## src/rtl/gpx_pkg.sv

```systemverilog
package gpx_pkg;

	// --------------------------------------------------------------
	// Port geometry and reset values.
	// --------------------------------------------------------------
	localparam int         PIN_W       = 8;
	localparam logic [7:0] LATCH_RST   = 8'h00;
	localparam logic [7:0] DIR_RST     = 8'h00;
	localparam logic [7:0] OPT_RST     = 8'h00;
	localparam logic [7:0] PIN_OUT_RST = 8'h00;
	localparam logic [7:0] PIN_OE_RST  = 8'h00;
	localparam logic [7:0] RD_RST      = 8'h00;
	localparam logic [7:0] SYNC_RST    = 8'h00;
	localparam logic [7:0] AF_IN_RST   = 8'h00;
	localparam logic       GRP_RST     = 1'b1;
	localparam logic       IRQ_RST     = 1'b0;

	// Pins built as true open-drain pads: never driven high.
	localparam logic [7:0] TRUE_OD_MASK = 8'h00;

	// Direction and option bit meanings.
	localparam logic DIR_IN      = 1'b0;
	localparam logic DIR_OUT     = 1'b1;
	localparam logic OPT_FLOAT   = 1'b0;
	localparam logic OPT_IRQ     = 1'b1;
	localparam logic OPT_OD      = 1'b0;
	localparam logic OPT_PP      = 1'b1;

	// --------------------------------------------------------------
	// External interrupt sensitivity.
	// --------------------------------------------------------------
	typedef enum logic [1:0] {
		SENS_FALL_LOW,
		SENS_RISE,
		SENS_FALL,
		SENS_BOTH
	} gpx_sens_t;

	localparam gpx_sens_t SENS_RST = SENS_FALL_LOW;

endpackage

```

## src/rtl/gpx_port.sv

```systemverilog
`timescale 1ns/10ps
`default_nettype none

module gpx_port
	import gpx_pkg::*;
(
	input  wire logic              clk,
	input  wire logic              rst,
	input  wire logic              latch_wr,
	input  wire logic              dir_wr,
	input  wire logic              opt_wr,
	input  wire logic [7:0]        wr_data,
	input  wire logic              sens_wr,
	input  wire gpx_pkg::gpx_sens_t sens_wdata,
	input  wire logic              vec_fetch,
	input  wire logic [7:0]        af_en,
	input  wire logic [7:0]        af_out_en,
	input  wire logic [7:0]        af_out,
	input  wire logic [7:0]        af_pp,
	input  wire logic [7:0]        pin_in,
	output logic [7:0]             rd_data,
	output logic [7:0]             port_data_latch,
	output logic [7:0]             dir,
	output logic [7:0]             opt,
	output gpx_pkg::gpx_sens_t     sens,
	output logic                   ext_irq,
	output logic [7:0]             af_in,
	output logic [7:0]             pin_out,
	output logic [7:0]             pin_oe
);
	import gpx_pkg::*;

	// --------------------------------------------------------------
	// Configuration registers.
	// --------------------------------------------------------------
	logic [7:0] latch_q;
	logic [7:0] dir_q;
	logic [7:0] opt_q;
	gpx_sens_t  sens_q;

	always_ff @(posedge clk) begin
		if (rst) begin
			latch_q <= LATCH_RST;
			dir_q   <= DIR_RST;
			opt_q   <= OPT_RST;
			sens_q  <= SENS_RST;
		end else begin
			if (latch_wr) begin
				latch_q <= wr_data;
			end
			if (dir_wr) begin
				dir_q <= wr_data;
			end
			if (opt_wr) begin
				opt_q <= wr_data;
			end
			if (sens_wr) begin
				sens_q <= sens_wdata;
			end
		end
	end

	// --------------------------------------------------------------
	// Pin synchroniser.
	// --------------------------------------------------------------
	logic [7:0] pin_m_q;
	logic [7:0] pin_s_q;

	always_ff @(posedge clk) begin
		if (rst) begin
			pin_m_q <= SYNC_RST;
			pin_s_q <= SYNC_RST;
		end else begin
			pin_m_q <= pin_in;
			pin_s_q <= pin_m_q;
		end
	end

	// --------------------------------------------------------------
	// Drive selection.
	// --------------------------------------------------------------
	wire [7:0] af_drv;
	wire [7:0] drv_en;
	wire [7:0] drv_val;
	wire [7:0] drv_pp;
	wire [7:0] oe_d;
	wire [7:0] rd_d;
	wire [7:0] af_in_d;

	// A peripheral output takes the pin over whatever the port says.
	assign af_drv  = af_en & af_out_en;
	assign drv_en  = af_drv | (dir_q & ~af_en);
	assign drv_val = (af_drv & af_out) | (~af_drv & latch_q);
	// High side is allowed only in push-pull and never on true open-drain pads.
	assign drv_pp  = ((af_drv & af_pp) | (~af_drv & opt_q)) & ~TRUE_OD_MASK;
	// Low always drives; high drives only in push-pull, else the pin floats.
	assign oe_d    = drv_en & (~drv_val | drv_pp);
	// Reads see the real pin, or the peripheral output on a pin the peripheral drives.
	assign rd_d    = (af_drv & af_out) | (~af_drv & pin_s_q);
	// A peripheral input on an output pin sees the latch content.
	assign af_in_d = (dir_q & latch_q) | (~dir_q & pin_s_q);

	logic [7:0] pin_out_q;
	logic [7:0] pin_oe_q;
	logic [7:0] rd_q;
	logic [7:0] af_in_q;

	always_ff @(posedge clk) begin
		if (rst) begin
			pin_out_q <= PIN_OUT_RST;
			pin_oe_q  <= PIN_OE_RST;
			rd_q      <= RD_RST;
			af_in_q   <= AF_IN_RST;
		end else begin
			pin_out_q <= drv_val & drv_pp & drv_en;
			pin_oe_q  <= oe_d;
			rd_q      <= rd_d;
			af_in_q   <= af_in_d;
		end
	end

	// --------------------------------------------------------------
	// External interrupt.
	// --------------------------------------------------------------
	wire [7:0] irq_sel;
	wire       any_sel;
	wire       grp_lvl;
	wire       rise_evt;
	wire       fall_evt;
	wire       set_evt;
	logic      grp_q;
	logic      irq_q;

	// Interrupt inputs are input pins with the option bit set.
	assign irq_sel  = ~dir_q & opt_q;
	assign any_sel  = |irq_sel;
	// Unselected pins read as one, so any selected low pin masks the rest.
	assign grp_lvl  = &(pin_s_q | ~irq_sel);
	assign rise_evt = grp_lvl & ~grp_q;
	assign fall_evt = ~grp_lvl & grp_q;
	assign set_evt  = any_sel & (
		(sens_q == SENS_FALL_LOW & ~grp_lvl) |
		(sens_q == SENS_RISE & rise_evt) |
		(sens_q == SENS_FALL & fall_evt) |
		(sens_q == SENS_BOTH & (rise_evt | fall_evt)));

	always_ff @(posedge clk) begin
		if (rst) begin
			grp_q <= GRP_RST;
			irq_q <= IRQ_RST;
		end else begin
			grp_q <= grp_lvl;
			// A new event wins over the clear in the same cycle.
			if (set_evt) begin
				irq_q <= 1'b1;
			end else if (vec_fetch | sens_wr) begin
				irq_q <= 1'b0;
			end
		end
	end

	assign rd_data         = rd_q;
	assign port_data_latch = latch_q;
	assign dir             = dir_q;
	assign opt             = opt_q;
	assign sens            = sens_q;
	assign ext_irq         = irq_q;
	assign af_in           = af_in_q;
	assign pin_out         = pin_out_q;
	assign pin_oe          = pin_oe_q;

	// --------------------------------------------------------------
	// Assertions.
	// --------------------------------------------------------------
	property p_in_no_drive;
		@(posedge clk) disable iff (rst)
		1 |=> ((pin_oe_q & $past(~dir_q & ~af_drv)) == 8'h00);
	endproperty
	a_in_no_drive: assert property (p_in_no_drive)
		else $error("Input pin is driven.");

	property p_pp_high;
		@(posedge clk) disable iff (rst)
		1 |=> ((pin_oe_q & pin_out_q) ==
			$past(dir_q & ~af_en & opt_q & latch_q & ~TRUE_OD_MASK | af_drv & af_out & af_pp & ~TRUE_OD_MASK));
	endproperty
	a_pp_high: assert property (p_pp_high)
		else $error("Push-pull high drive wrong.");

	property p_od_float;
		@(posedge clk) disable iff (rst)
		1 |=> ((pin_oe_q & $past(dir_q & ~af_en & ~opt_q & latch_q)) == 8'h00);
	endproperty
	a_od_float: assert property (p_od_float)
		else $error("Open-drain high is driven.");

	property p_low_drive;
		@(posedge clk) disable iff (rst)
		1 |=> ((pin_oe_q & ~pin_out_q) == $past(drv_en & ~drv_val));
	endproperty
	a_low_drive: assert property (p_low_drive)
		else $error("Low drive wrong.");

	property p_true_od;
		@(posedge clk) disable iff (rst)
		((pin_out_q & TRUE_OD_MASK) == 8'h00);
	endproperty
	a_true_od: assert property (p_true_od)
		else $error("True open-drain pin driven high.");

	property p_rd_pin;
		@(posedge clk) disable iff (rst)
		($past(af_drv) == 8'h00) && !$past(rst, 3) |-> rd_q == $past(pin_in, 3);
	endproperty
	a_rd_pin: assert property (p_rd_pin)
		else $error("Read does not show pin level.");

	property p_af_rd;
		@(posedge clk) disable iff (rst)
		1 |=> ((rd_q & $past(af_drv)) == $past(af_out & af_drv));
	endproperty
	a_af_rd: assert property (p_af_rd)
		else $error("Read does not show peripheral output.");

	property p_af_dir;
		@(posedge clk) disable iff (rst)
		1 |=> ((pin_oe_q & $past(af_drv & ~af_out)) == $past(af_drv & ~af_out));
	endproperty
	a_af_dir: assert property (p_af_dir)
		else $error("Peripheral output not driven.");

	property p_vec_clear;
		@(posedge clk) disable iff (rst)
		vec_fetch && !set_evt |=> !irq_q;
	endproperty
	a_vec_clear: assert property (p_vec_clear)
		else $error("Vector fetch left request set.");

	property p_sens_discard;
		@(posedge clk) disable iff (rst)
		sens_wr && !set_evt |=> !irq_q;
	endproperty
	a_sens_discard: assert property (p_sens_discard)
		else $error("Sensitivity write kept request.");

	property p_irq_cause;
		@(posedge clk) disable iff (rst)
		$rose(irq_q) |-> $past(any_sel) && $past(set_evt);
	endproperty
	a_irq_cause: assert property (p_irq_cause)
		else $error("Request without event.");

	property p_irq_hold;
		@(posedge clk) disable iff (rst)
		irq_q && !vec_fetch && !sens_wr |=> irq_q;
	endproperty
	a_irq_hold: assert property (p_irq_hold)
		else $error("Request dropped without clear.");

	property p_blocked;
		@(posedge clk) disable iff (rst)
		((irq_sel & ~pin_s_q) != 8'h00) && (sens_q == SENS_RISE) |-> !set_evt;
	endproperty
	a_blocked: assert property (p_blocked)
		else $error("Low pin did not mask group.");

	property p_out_quiet;
		@(posedge clk) disable iff (rst)
		((pin_out_q & ~pin_oe_q) == 8'h00);
	endproperty
	a_out_quiet: assert property (p_out_quiet)
		else $error("Output level shown on undriven pin.");

	property p_sync;
		@(posedge clk) disable iff (rst)
		!$past(rst) && !$past(rst, 2) |-> pin_s_q == $past(pin_in, 2);
	endproperty
	a_sync: assert property (p_sync)
		else $error("Synchroniser output wrong.");

	property p_af_in;
		@(posedge clk) disable iff (rst)
		($past(dir_q) == 8'h00) && !$past(rst, 3) |-> af_in_q == $past(pin_in, 3);
	endproperty
	a_af_in: assert property (p_af_in)
		else $error("Peripheral input does not show pin level.");

	property p_latch_wr;
		@(posedge clk) disable iff (rst)
		latch_wr |=> latch_q == $past(wr_data);
	endproperty
	a_latch_wr: assert property (p_latch_wr)
		else $error("Latch write lost.");

	property p_sens_wr;
		@(posedge clk) disable iff (rst)
		sens_wr |=> sens_q == $past(sens_wdata);
	endproperty
	a_sens_wr: assert property (p_sens_wr)
		else $error("Sensitivity write lost.");

	property p_level_set;
		@(posedge clk) disable iff (rst)
		(sens_q == SENS_FALL_LOW) && any_sel && !grp_lvl |=> irq_q;
	endproperty
	a_level_set: assert property (p_level_set)
		else $error("Low level did not raise request.");

	c_irq_edge: cover property (@(posedge clk) disable iff (rst)
		sens_q == SENS_FALL && set_evt ##1 irq_q ##[1:4] vec_fetch ##1 !irq_q);
	c_od_low: cover property (@(posedge clk) disable iff (rst)
		dir_q[0] && !opt_q[0] && latch_q[0] ##2 !pin_in[0] ##3 !rd_q[0]);
	c_af_out: cover property (@(posedge clk) disable iff (rst)
		af_drv[1] && !dir_q[1] ##1 pin_oe_q[1]);
	c_sens_cancel: cover property (@(posedge clk) disable iff (rst)
		irq_q && sens_wr ##1 !irq_q);
	c_group_mask: cover property (@(posedge clk) disable iff (rst)
		(irq_sel == 8'h03) && !pin_s_q[1] && pin_s_q[0] ##[1:40] !pin_s_q[0]);

endmodule

`default_nettype wire

```

## config.mk

```make
export PLATFORM = sky130hd
export DESIGN_NAME = gpx_port
export DESIGN_NICKNAME = d
export VERILOG_FILES = /design/src/rtl/gpx_pkg.sv /design/src/rtl/gpx_port.sv
export SDC_FILE = /design/constraint.sdc
export NUM_CORES = 1
export LEC_CHECK = 0
export CAP_MARGIN = 20
export CORE_MARGIN = 2
export CORE_UTILIZATION = 55
export CTS_BUF_LIST = sky130_fd_sc_hd__clkbuf_4 sky130_fd_sc_hd__clkbuf_8 sky130_fd_sc_hd__clkbuf_16
export DETAILED_ROUTE_END_ITERATION = 7
export DONT_BUFFER_PORTS = 1
export PLACE_DENSITY = 0.67
export RECOVER_POWER = 25
export SLEW_MARGIN = 15
export SYNTH_ARGS = -nofsm -noshare
export SYNTH_HDL_FRONTEND = slang
export SYNTH_SLANG_ARGS = --single-unit
```

## constraint.sdc

```tcl
create_clock -name clk -period 1.8 [get_ports clk]
set_input_delay 0.45 -clock clk [delete_from_list [all_inputs] [get_ports clk]]
set_output_delay 0.45 -clock clk [all_outputs]
set_load 0.01 [all_outputs]
```

---- Word level (Yosys, flattened, before mapping) ----
Cells that the tools add are included.
word-level totals
  memory bits (read-only) ................. 0
  bits in latches ......................... 0
  input port bits ......................... 57
  bits in writable memories ............... 0
  output and inout port bits .............. 59
  memories ................................ 0
  register bits after elaboration ......... 76
cells by class
  shift-type cells ........................ 0
  $mul .................................... 0
  reduce and logical (&&, ||, !) cells .... 4
  equality and inequality tests ........... 3
  muxes and demuxes ....................... 2
  magnitude comparators ................... 0
  bitwise logic cells ..................... 39
  div/mod/pow operators ................... 0
  add/subtract/negate cells ............... 0
operator list
  kind                count
  $and 8x8->8         13
  $or 8x8->8          7
  $not 8->8           5
  $reduce_and 8->1    1
  $reduce_or 8->1     1
  $and 1x1->1         7
  $or 1x1->1          5
  $eq 2x2->1 const B  2
  $eq 2x1->1 const B  1
  $logic_not 2->1     1
  $mux 1              2
  $not 1->1           2
  $reduce_bool 2->1   1

---- Longest topological paths before layout ----
Gate-level depths: netlist of the first run.
  depth after elaboration ................. 12
  mapped depth ............................ 9

---- Worst setup path before layout of the first run ----
OpenSTA, ideal clock, no wires.
  path type ............................... flip-flop to flip-flop
  start ................................... reg dir_q[0] (netlist: dir[0])
  end ..................................... reg irq_q (netlist: ext_irq)
  clock period less this slack ............ 1.772 ns
  path buffers ............................ 0
  arrival time ............................ 1.702 ns
  stages on the path, launching flop included .. 10
  slack ................................... 0.028 ns
  cells stage by stage .................... dfxtp_1 -> nor3b_1 -> nor4_1 -> nand2_1 -> ha_1 -> nand2_1 -> o21ai_0 -> a21oi_1 -> a22oi_2 -> a21oi_1
between the ends
  cells in the longest elaborated chain, start to end .. 12
ends and longest elaborated chain
  what                                         line                                               source
  start, declared                              gpx_port.sv:37                                     logic [7:0] dir_q;
  start signal, assigned                       gpx_port.sv:52                                     dir_q <= wr_data;
  $not 8->8 (*)                                gpx_port.sv:135                                    assign irq_sel = ~dir_q & opt_q;
  $and 8x8->8 (*)                              gpx_port.sv:135
  $not 8->8                                    gpx_port.sv:138                                    assign grp_lvl = &(pin_s_q | ~irq_sel);
  $or 8x8->8                                   gpx_port.sv:138
  $reduce_and 8->1                             gpx_port.sv:138
  $and 1x1->1 or $not 1->1 (tied branches)     gpx_port.sv:139, gpx_port.sv:140, gpx_port.sv:142
  $and 1x1->1 (on tied branches)               gpx_port.sv:143, gpx_port.sv:140, gpx_port.sv:142
  $or 1x1->1, or another cell as far along     gpx_port.sv:142                                    (sens_q == SENS_FALL_LOW & ~grp_lvl) |
  $or 1x1->1 or $and 1x1->1 (tied branches)    gpx_port.sv:143, gpx_port.sv:145
  $or 1x1->1                                   gpx_port.sv:144                                    (sens_q == SENS_FALL & fall_evt) |
  $and 1x1->1 (*)                              gpx_port.sv:141                                    assign set_evt = any_sel & (
  $mux 1 or $reduce_bool 2->1 (tied branches)  n/a
  end signal, assigned                         gpx_port.sv:150                                    irq_q <= IRQ_RST;
  end signal, assigned                         gpx_port.sv:155                                    irq_q <= 1'b1;
  end signal, assigned                         gpx_port.sv:157                                    irq_q <= 1'b0;
  end, declared                                gpx_port.sv:132                                    logic irq_q;
Every way passes the cells marked *; elsewhere a longest branch is shown, timed or not.
A chain may end at the register's enable or synchronous reset.

---- Final worst setup path of the first run ----
  start ................................... reg opt_q[6] (netlist: opt[6])
  end ..................................... reg irq_q (netlist: ext_irq)
between the ends
  cells in the longest elaborated chain, start to end .. 11
ends and longest elaborated chain
  what                                         line                                               source
  start, declared                              gpx_port.sv:38                                     logic [7:0] opt_q;
  start signal, assigned                       gpx_port.sv:55                                     opt_q <= wr_data;
  $and 8x8->8 (*)                              gpx_port.sv:135
  $not 8->8                                    gpx_port.sv:138
  $or 8x8->8                                   gpx_port.sv:138
  $reduce_and 8->1                             gpx_port.sv:138
  $and 1x1->1 or $not 1->1 (tied branches)     gpx_port.sv:139, gpx_port.sv:140, gpx_port.sv:142
  $and 1x1->1 (on tied branches)               gpx_port.sv:143, gpx_port.sv:140, gpx_port.sv:142
  $or 1x1->1, or another cell as far along     gpx_port.sv:142
  $or 1x1->1 or $and 1x1->1 (tied branches)    gpx_port.sv:143, gpx_port.sv:145
  $or 1x1->1                                   gpx_port.sv:144
  $and 1x1->1 (*)                              gpx_port.sv:141
  $mux 1 or $reduce_bool 2->1 (tied branches)  n/a
Marks and branches as above.

==> flow_results.org, run 1 <==
** Run status
- The run finished with clean final reports.

** GRT
- Largest net degree at the start of global routing :: 69
- Initial antenna violation count :: 0
- Combined global-route utilization of all metal layers :: 0.209
- The total overflow left after global routing is 0.
- Vias in the first global route :: between 2,000 and 2,500
- First-pass GRT wire length :: around 9.5 mm

** Yosys
- After synthesis, the largest family of logic cells by area is simple AND/OR/NAND/NOR gates.
- Synth Area per Inst :: 9.52 um2
- Of the total synthesized cell area, the portion taken by XOR and XNOR cells is 0.
- Sequential share of the synthesized area :: 0.526
- Compound-cell area share of the yosys netlist :: 0.0978
- When the netlist entered floorplanning its net count stood at 363.
- The synthesized netlist occupies a cell area of just under 3000 um2.
- Ranked by total cell area, the synthesized netlist is headed by sky130_fd_sc_hd__dfxtp_1, sky130_fd_sc_hd__mux2i_1, sky130_fd_sc_hd__nor2_1, sky130_fd_sc_hd__nand3_1, sky130_fd_sc_hd__a21oi_1.
- Yosys printed 0 warnings.
- Synthesis instantiated 23 different standard cells from the library.
- Mux contribution to synthesized area :: 0.118
- Share of the synthesized area in the top cell type :: 0.526
- Of the total synthesized cell area, the portion taken by full adders, half adders and majority gates is 0.00865.
- Counting flops and latches in the post-synthesis netlist gives 76.
- Cell taking the most area after synthesis :: sky130_fd_sc_hd__dfxtp_1
- Area share of and/or/nand/nor cells after synthesis :: 0.214
- Synthesis handed over a netlist of around 300 instances.

** CTS
- Buffers inserted during clock tree synthesis total 9.
- Clock-pin slew of the registers on the worst-case setup and hold paths :: 70 ps
- The H-tree was split into 3 levels.
- CTS placed an instance of sky130_fd_sc_hd__clkbuf_8 at the clock tree root.
- Counting along the longest clock path gives a buffer depth of 2.
- At the later pin of the worst-skew pair, clock insertion delay measures 340 ps.
- For this design, the CTS-stage hold fixing added 0 buffers.
- Clock tree from TritonCTS :: yes
- The clock drives 76 sinks.

** Timing
- Setup Total Neg Slack :: 0 ps
- Setup repair after global routing could not meet its margin everywhere.
- Worst Hold Margin :: between 150 and 200 ps
- At the pin with the least slew margin, the transition time is 339 ps.
- Final worst path period need :: 1670 ps
- Final cycle utilization of the critical path :: 0.930
- The worst pin sits at a relative slew slack of 0.774.
- Timing-limited maximum frequency :: 0.597 GHz
- Setup violations remaining at the end of the flow were counted as 0.
- Clock Skews :: just under 3 ps
- The final max-slew violation count is 0.
- Final hold violations :: 0

** Final layout
- Leaving out fill and tap cells, the most frequent cell in the layout is sky130_fd_sc_hd__dfxtp_1.
- Fraction of layout cells with a size suffix above 1 :: 0.137
- Total non-filler cell area in the finished layout :: 3290 um2
- Commonest cells after routing, fill and taps aside :: sky130_fd_sc_hd__dfxtp_1, sky130_fd_sc_hd__nor2_1, sky130_fd_sc_hd__mux2i_1
- Final layout net count :: between 300 and 400
- Antenna diodes :: 0
- Fill cell count :: 446
- Growth of design area from synthesis to finish :: 13.8%
- Number of cells in the finished layout apart from fillers :: 399

** Critical path
- The critical path starts at opt[6]$_SDFFE_PP0P_.
- Cell with the biggest individual delay on the critical path :: sky130_fd_sc_hd__dfxtp_2
- Type of element capturing the critical path :: flop
- The signal on the critical path passes through nor3b_2, nor4_2, nand2_1, ha_1, nand2_1, o21ai_2, a21oi_2, nand3_1, a21oi_1.
- Critical Path Start Type :: flop
- Data arrives at the worst endpoint at just under 2000 ps.
- Maximum fanout encountered on the critical timing path :: 2
- Most numerous cell on the critical path :: sky130_fd_sc_hd__nand2_1
- STA puts the critical path data required time at between 2000 and 2500 ps.
- In this design, the stage delay of the slowest critical-path cell is roughly 320 ps.
- The startpoint identified for the worst register-to-register timing path is opt[6]$_SDFFE_PP0P_.
- The critical path in this run is classified as flop to flop.

** Worst hold path
- Kind of path behind the tightest hold check :: input port to flop
- Beginning of the worst hold path :: rst

** Die
- Number of top-level design ports :: approximately 120
- The die covers about 5900 um2.
- The floorplan has 26 rows.
- For this configuration, the core starts out at a cell density of 0.566.
- The floorplan step set the die height to 76.5 um.
- The die is 76.5 um wide.
- Std-Cell Core Area :: a little over 5000 um2

** Flow run
- Max-Cap Viols :: 0

** Power and ir drop
- VDD sags by at most 656 uV.
- Power Total :: between 3 and 4 mW
- Reported leakage power :: between 1 and 1.5 nW
- For this design the ratio of total power to cell area is 1000 nW/um2.

** Placement
- DP Area :: 3090 um2
- Routability-driven placement finished with a final weighted congestion of 0.793.
- Input and output buffers added on the ports amount to 0.
- The number of placed instances, taps included, is 383.
- Total half-perimeter wirelength after legalization and detailed placement :: 4.30 mm

** Route
- In this run, the number of DRC markers left after iteration 0 of detailed routing was 65.
- Routed via count :: 2,153
- After detailed routing, the average wire length per cell comes to 15.1 um.
- Pre-Repair DR Iteration Count :: 4
- Once detail routing completed, the nets flagged for antenna violations numbered 0.
- Sum of routed wire length over all layers :: 6.01 mm
- DRC :: 0
- Average via count per standard cell :: 5.40
==> worst max-delay path: cells and delay by family, from the launching register on <==
| family | cells | cell delay (ps) |
|---|---|---|
| compound gates | 3 | 340 |
| fa+ha+maj | 1 | 280 |
| simple gates | 5 | 690 |
| flops | 1 | 320 |
==> timing repair <==
| item | CTS | global route |
|---|---|---|
| setup endpoints to repair | 1 | 1 |
| resized for setup | 0 | 13 |
| pin swaps | 2 | 8 |
| setup buffers | 0 | 0 |
==> sequential cells by signal (all words and copies together) (netlist names) <==
name	count
af_in	8
dir	8
ext_irq	1
grp_q	1
opt	8
pin_m_q	8
pin_oe	8
pin_out	8
pin_s_q	8
port_data_latch	8
rd_data	8
sens	2
==> routing by layer <==
layer | wire [um] | vias to the layer above | global-route usage
met2 | 2700 | 80 | 0.312
met1 | 2730 | 972 | 0.262
li1 | - | 1088 | -
met5 | 0 | - | 0
met3 | 471 | 13 | 0.0687
met4 | 115 | 0 | 0.129
==> logic make-up after synthesis <==
| logic type | after synthesis |
|---|---|
| and+or+nand+nor | 122 |
| DFF | 76 |
| AOI/OAI and AO/OA | 42 |
| muxes | 34 |
| buffers and inverters | 28 |
| adders and majority gates | 2 |
==> path summary, 6_finish.rpt <==
check | endpoint | cells past startpoint | slack (ps)
hold / removal | rd_data[6]$_SDFF_PP0_ | 1 | 180
hold reg to reg | pin_s_q[1]$_SDFF_PP0_ | 1 | 440
setup reg to reg | ext_irq$_SDFFE_PP0P_ | 9 | 130
setup / recovery | ext_irq$_SDFFE_PP0P_ | 9 | 130
==> final cells by class <==
type / instances / area (um2) / area share
Sequential cell: 76 / 1530 / 0.463
Clock buffer: 14 / 168 / 0.0509
Multi-Input combinational cell: 200 / 1310 / 0.398
Inverter: 18 / 67.6 / 0.0205
Timing Repair Buffer: 19 / 124 / 0.0376
Tap cell: 70 / 87.6 / 0.0266
Clock inverter: 2 / 10.0 / 0.00304
==> where the power goes <==
part,internal (mW),switching [mW],total (mW)
combinational,0.151,0.143,0.295
sequential,1.77,0.0746,1.84
clock,0.596,0.560,1.16
total,2.51,0.778,3.29
==> synthesized netlist by cell type <==
| library cell | instances |
|---|---|
| sky130_fd_sc_hd__nand2b_1 | 6 |
| sky130_fd_sc_hd__nand3_1 | 25 |
| sky130_fd_sc_hd__nor2b_1 | 16 |
| sky130_fd_sc_hd__mux2i_1 | 34 |
| sky130_fd_sc_hd__o22ai_1 | 4 |
| sky130_fd_sc_hd__nor4_1 | 2 |
| sky130_fd_sc_hd__buf_1 | 1 |
| sky130_fd_sc_hd__clkbuf_1 | 9 |
| sky130_fd_sc_hd__nand4_1 | 8 |
| sky130_fd_sc_hd__nand2_1 | 18 |
| sky130_fd_sc_hd__o311a_1 | 8 |
| sky130_fd_sc_hd__ha_1 | 2 |
| sky130_fd_sc_hd__dfxtp_1 | 76 |
| sky130_fd_sc_hd__a21oi_1 | 20 |
| sky130_fd_sc_hd__or4_4 | 1 |
| sky130_fd_sc_hd__a21boi_0 | 8 |
| sky130_fd_sc_hd__nor3b_1 | 8 |
| sky130_fd_sc_hd__or2b_1 | 3 |
| sky130_fd_sc_hd__inv_2 | 2 |
| sky130_fd_sc_hd__a22oi_2 | 1 |
| sky130_fd_sc_hd__inv_1 | 16 |
| sky130_fd_sc_hd__o21ai_0 | 1 |
| sky130_fd_sc_hd__nor2_1 | 35 |
==> stage by stage <==
step | setup WS [ps] | util
final | 126 | 0.645
after global routing | -40.2 | 0.645
after CTS | 2.18 | 0.639
after detailed placement | 12.0 | 0.604
after global placement | 35.6 | 0.604
after floorplan | 28.1 | -
Note: power is estimated with default switching activity, not from simulation.
==> run 2, diff against run 1 <==
Settings changed: BUFFER_PORTS_ARGS set to -buffer_cell sky130_fd_sc_hd__buf_2, CORE_UTILIZATION 55 to 48, DONT_BUFFER_PORTS 1 to not set, PLACE_DENSITY 0.67 to 0.76.
==> flow_results.org, run 2 (same netlist as run 1, synthesis figures left out) <==
** Run status
- Run status :: finished, final reports clean

** CTS
- The longest clock path from root to sink contains 2 buffers.
- Counting the buffers created by CTS gives 9.
- Setup fix buffers added after clock tree synthesis :: 0
- Clock tree synthesis selected as its root buffer the cell sky130_fd_sc_hd__clkbuf_8.
- The clock tree synthesis step divided the H-tree into 3 levels.
- Clock tree from TritonCTS :: yes
- Sink count of the clock tree :: 76
- After clock tree synthesis, the clock-pin slew on the worst setup and hold paths is approximately 80 ps.
- Worst skew pair latency :: 350 ps

** Final layout
- Number of cells in the finished layout apart from fillers :: 526
- Fraction of layout cells with a size suffix above 1 :: 0.361
- The finished cells cover 3920 um2.
- Fill cell count :: 514
- Leaving out fill and tap cells, the most frequent cell in the layout is sky130_fd_sc_hd__buf_2.
- The number of antenna diodes in the final layout is 0.
- In the layout the commonest cells are sky130_fd_sc_hd__buf_2, sky130_fd_sc_hd__dfxtp_1, sky130_fd_sc_hd__nor2_1.
- Final layout net count :: 505
- Growth of design area from synthesis to finish :: 35.5%
- For this run, the share of the core covered by cells in the final layout is 0.666.

** Die
- The die is roughly 80 um wide.
- In this run the count of I/O pins placed on the die edge is about 120.
- Std-Cell Core Area :: approximately 6000 um2
- The initial utilization of the core area, before any placement, comes to 0.491.
- The die is about 82 um tall.
- Total die area :: 6660 um2
- Row generation in the floorplan step produced 28 rows.

** Power and ir drop
- Reported leakage power :: 1.89 nW
- Fraction of power spent switching nets :: 0.259
- Of the total power, the clock network draws 0.341.
- Of the total power, combinational logic draws 0.145.
- For this design the total switching power over the nets is 0.915 mW.
- Dividing total power by cell area gives a power density of 900 nW/um2.
- Sequential Power Share :: 0.514
- VDD IR-drop max :: 510 uV
- After layout, the design draws a total of 3.53 mW.
- The internal portion of the total power is 2.61 mW.

** Route
- After detailed routing, the number of remaining DRC violations is 0.
- Post-route ant nets :: 0
- For this block, the initial DRC count from the detailed router was 100.
- Routed via count :: 2,699
- After detailed routing, the total wire length is 7.03 mm.
- Dividing the detail-routed wire length by the instance count gives 13.4 um.
- The first TritonRoute pass finished after 4 iterations.
- In the routed layout, each cell is associated on average with a via count of roughly 5.1.

** Timing
- The final max-slew violation count is 0.
- Final worst path period need :: 1710 ps
- Setup violations remaining at the end of the flow were counted as 0.
- The tightest hold path in the finished design has a slack of 309 ps.
- For this run, the top clock speed supported by timing is roughly 0.59 GHz.
- Unrepaired setup endpoints after global routing :: true
- Clock Skews :: 8.50 ps
- The number of hold violations in the final report came to 0.
- Worst slew pin tran :: 1390 ps
- After layout, the worst setup slack is 91.8 ps.
- Measured against its own limit, the worst slew margin works out to 0.0728.
- Setup total negative slack on the finished layout was measured at 0 ps.
- In the finished design, the share of the clock period the worst path needs comes to 0.949.

** Placement
- Post-placement cell count :: between 500 and 600
- After detailed placement, the total cell area comes to 3720 um2.
- Placer's final routability congestion estimate :: 0.769
- Number of buffers inserted by port buffering :: 115
- OpenSTA, run right after detailed placement, puts the worst setup slack at -24.0 ps.
- Total half-perimeter wirelength after legalization and detailed placement :: 5.18 mm

** GRT
- Entering global routing, the biggest net connects 29 pins.
- For this run, the total global-route usage over all layers was measured as 0.219.
- Vias in the first global route :: 2,526
- Leftover overflow at the end of global routing :: 0
- First-pass GRT wire length :: 11.1 mm
- The number of antenna violations at the first check in global routing is 0.

** Critical path
- For the worst setup path, the data arrival time is between 1500 and 2000 ps.
- Required @ worst endpoint :: approximately 2100 ps
- Critical Path Start Type :: flop
- The setup path with the least slack is of type flop to flop.
- Type of element capturing the critical path :: flop
- Along the worst path, the maximum fanout reaches 2.

** Worst hold path
- The min-delay analysis places its worst path in the category input port to flop.

** Flow run
- Max-cap violations in this run came to 0.
[run 2: cell count changes in the layout (fill, tap and decap cells not counted), sizes merged]
cell      delta
buf        +121
clkbuf       -1
clkinv       +1
clkinvlp     +1
[run 2: what timing repair did]
item / in CTS / in global routing
hold buffers: 0 / 0
gates resized for setup: 2 / 9
setup endpoints to repair: 1 / 1
hold endpoints to repair: 0 / 0
pin swaps: 3 / 8
[run 2: final timing paths]
kind / start / end / slack (ps) / cells past startpoint
setup reg to reg: opt[7]$_SDFFE_PP0P_ / ext_irq$_SDFFE_PP0P_ / 90 / 9
hold / removal: pin_in[6] / pin_m_q[6]$_SDFF_PP0_ / 310 / 2
hold reg to reg: pin_m_q[7]$_SDFF_PP0_ / pin_s_q[7]$_SDFF_PP0_ / 440 / 1
setup / recovery: opt[7]$_SDFFE_PP0P_ / ext_irq$_SDFFE_PP0P_ / 90 / 9
[run 2: layout make-up]
cell class              count  area [um2]  share of cell area
inverters                  18        67.6              0.0172
clock inverters             4        22.5             0.00575
flip-flops and latches     76        1530               0.389
repair buffers            141         747               0.191
multi-input cells         200        1300               0.331
clock buffers              12         165              0.0421
well taps                  75        93.8              0.0239
[run 2: power groups by stage]
stage | Clock [mW] | Sequential (mW) | Combinational, mW
after global routing | 1.29 | 1.82 | 0.573
after floorplan | 0 | 1.89 | 0.210
after detailed placement | 0 | 1.85 | 0.504
final | 1.20 | 1.81 | 0.513
after global placement | 0 | 1.84 | 0.493
after CTS | 1.23 | 1.81 | 0.508
[run 2: metal layers]
metal | vias up | GRT usage | wire length, um
met4 | 0 | 0.107 | 140
met5 | - | 0 | 0
met1 | 1265 | 0.273 | 3110
met2 | 80 | 0.361 | 3410
li1 | 1340 | - | -
met3 | 14 | 0.0451 | 365
[run 2: worst max-delay path, stage by stage, from the launching register on]
cell and delay (ps):
sky130_fd_sc_hd__dfxtp_2 320, sky130_fd_sc_hd__nor3b_4 140, sky130_fd_sc_hd__nor4_2 280, sky130_fd_sc_hd__nand2_1 110, sky130_fd_sc_hd__ha_1 280, sky130_fd_sc_hd__nand2_1 90
sky130_fd_sc_hd__o21ai_2 80, sky130_fd_sc_hd__a21oi_2 120, sky130_fd_sc_hd__nand3_1 90, sky130_fd_sc_hd__a21oi_2 140
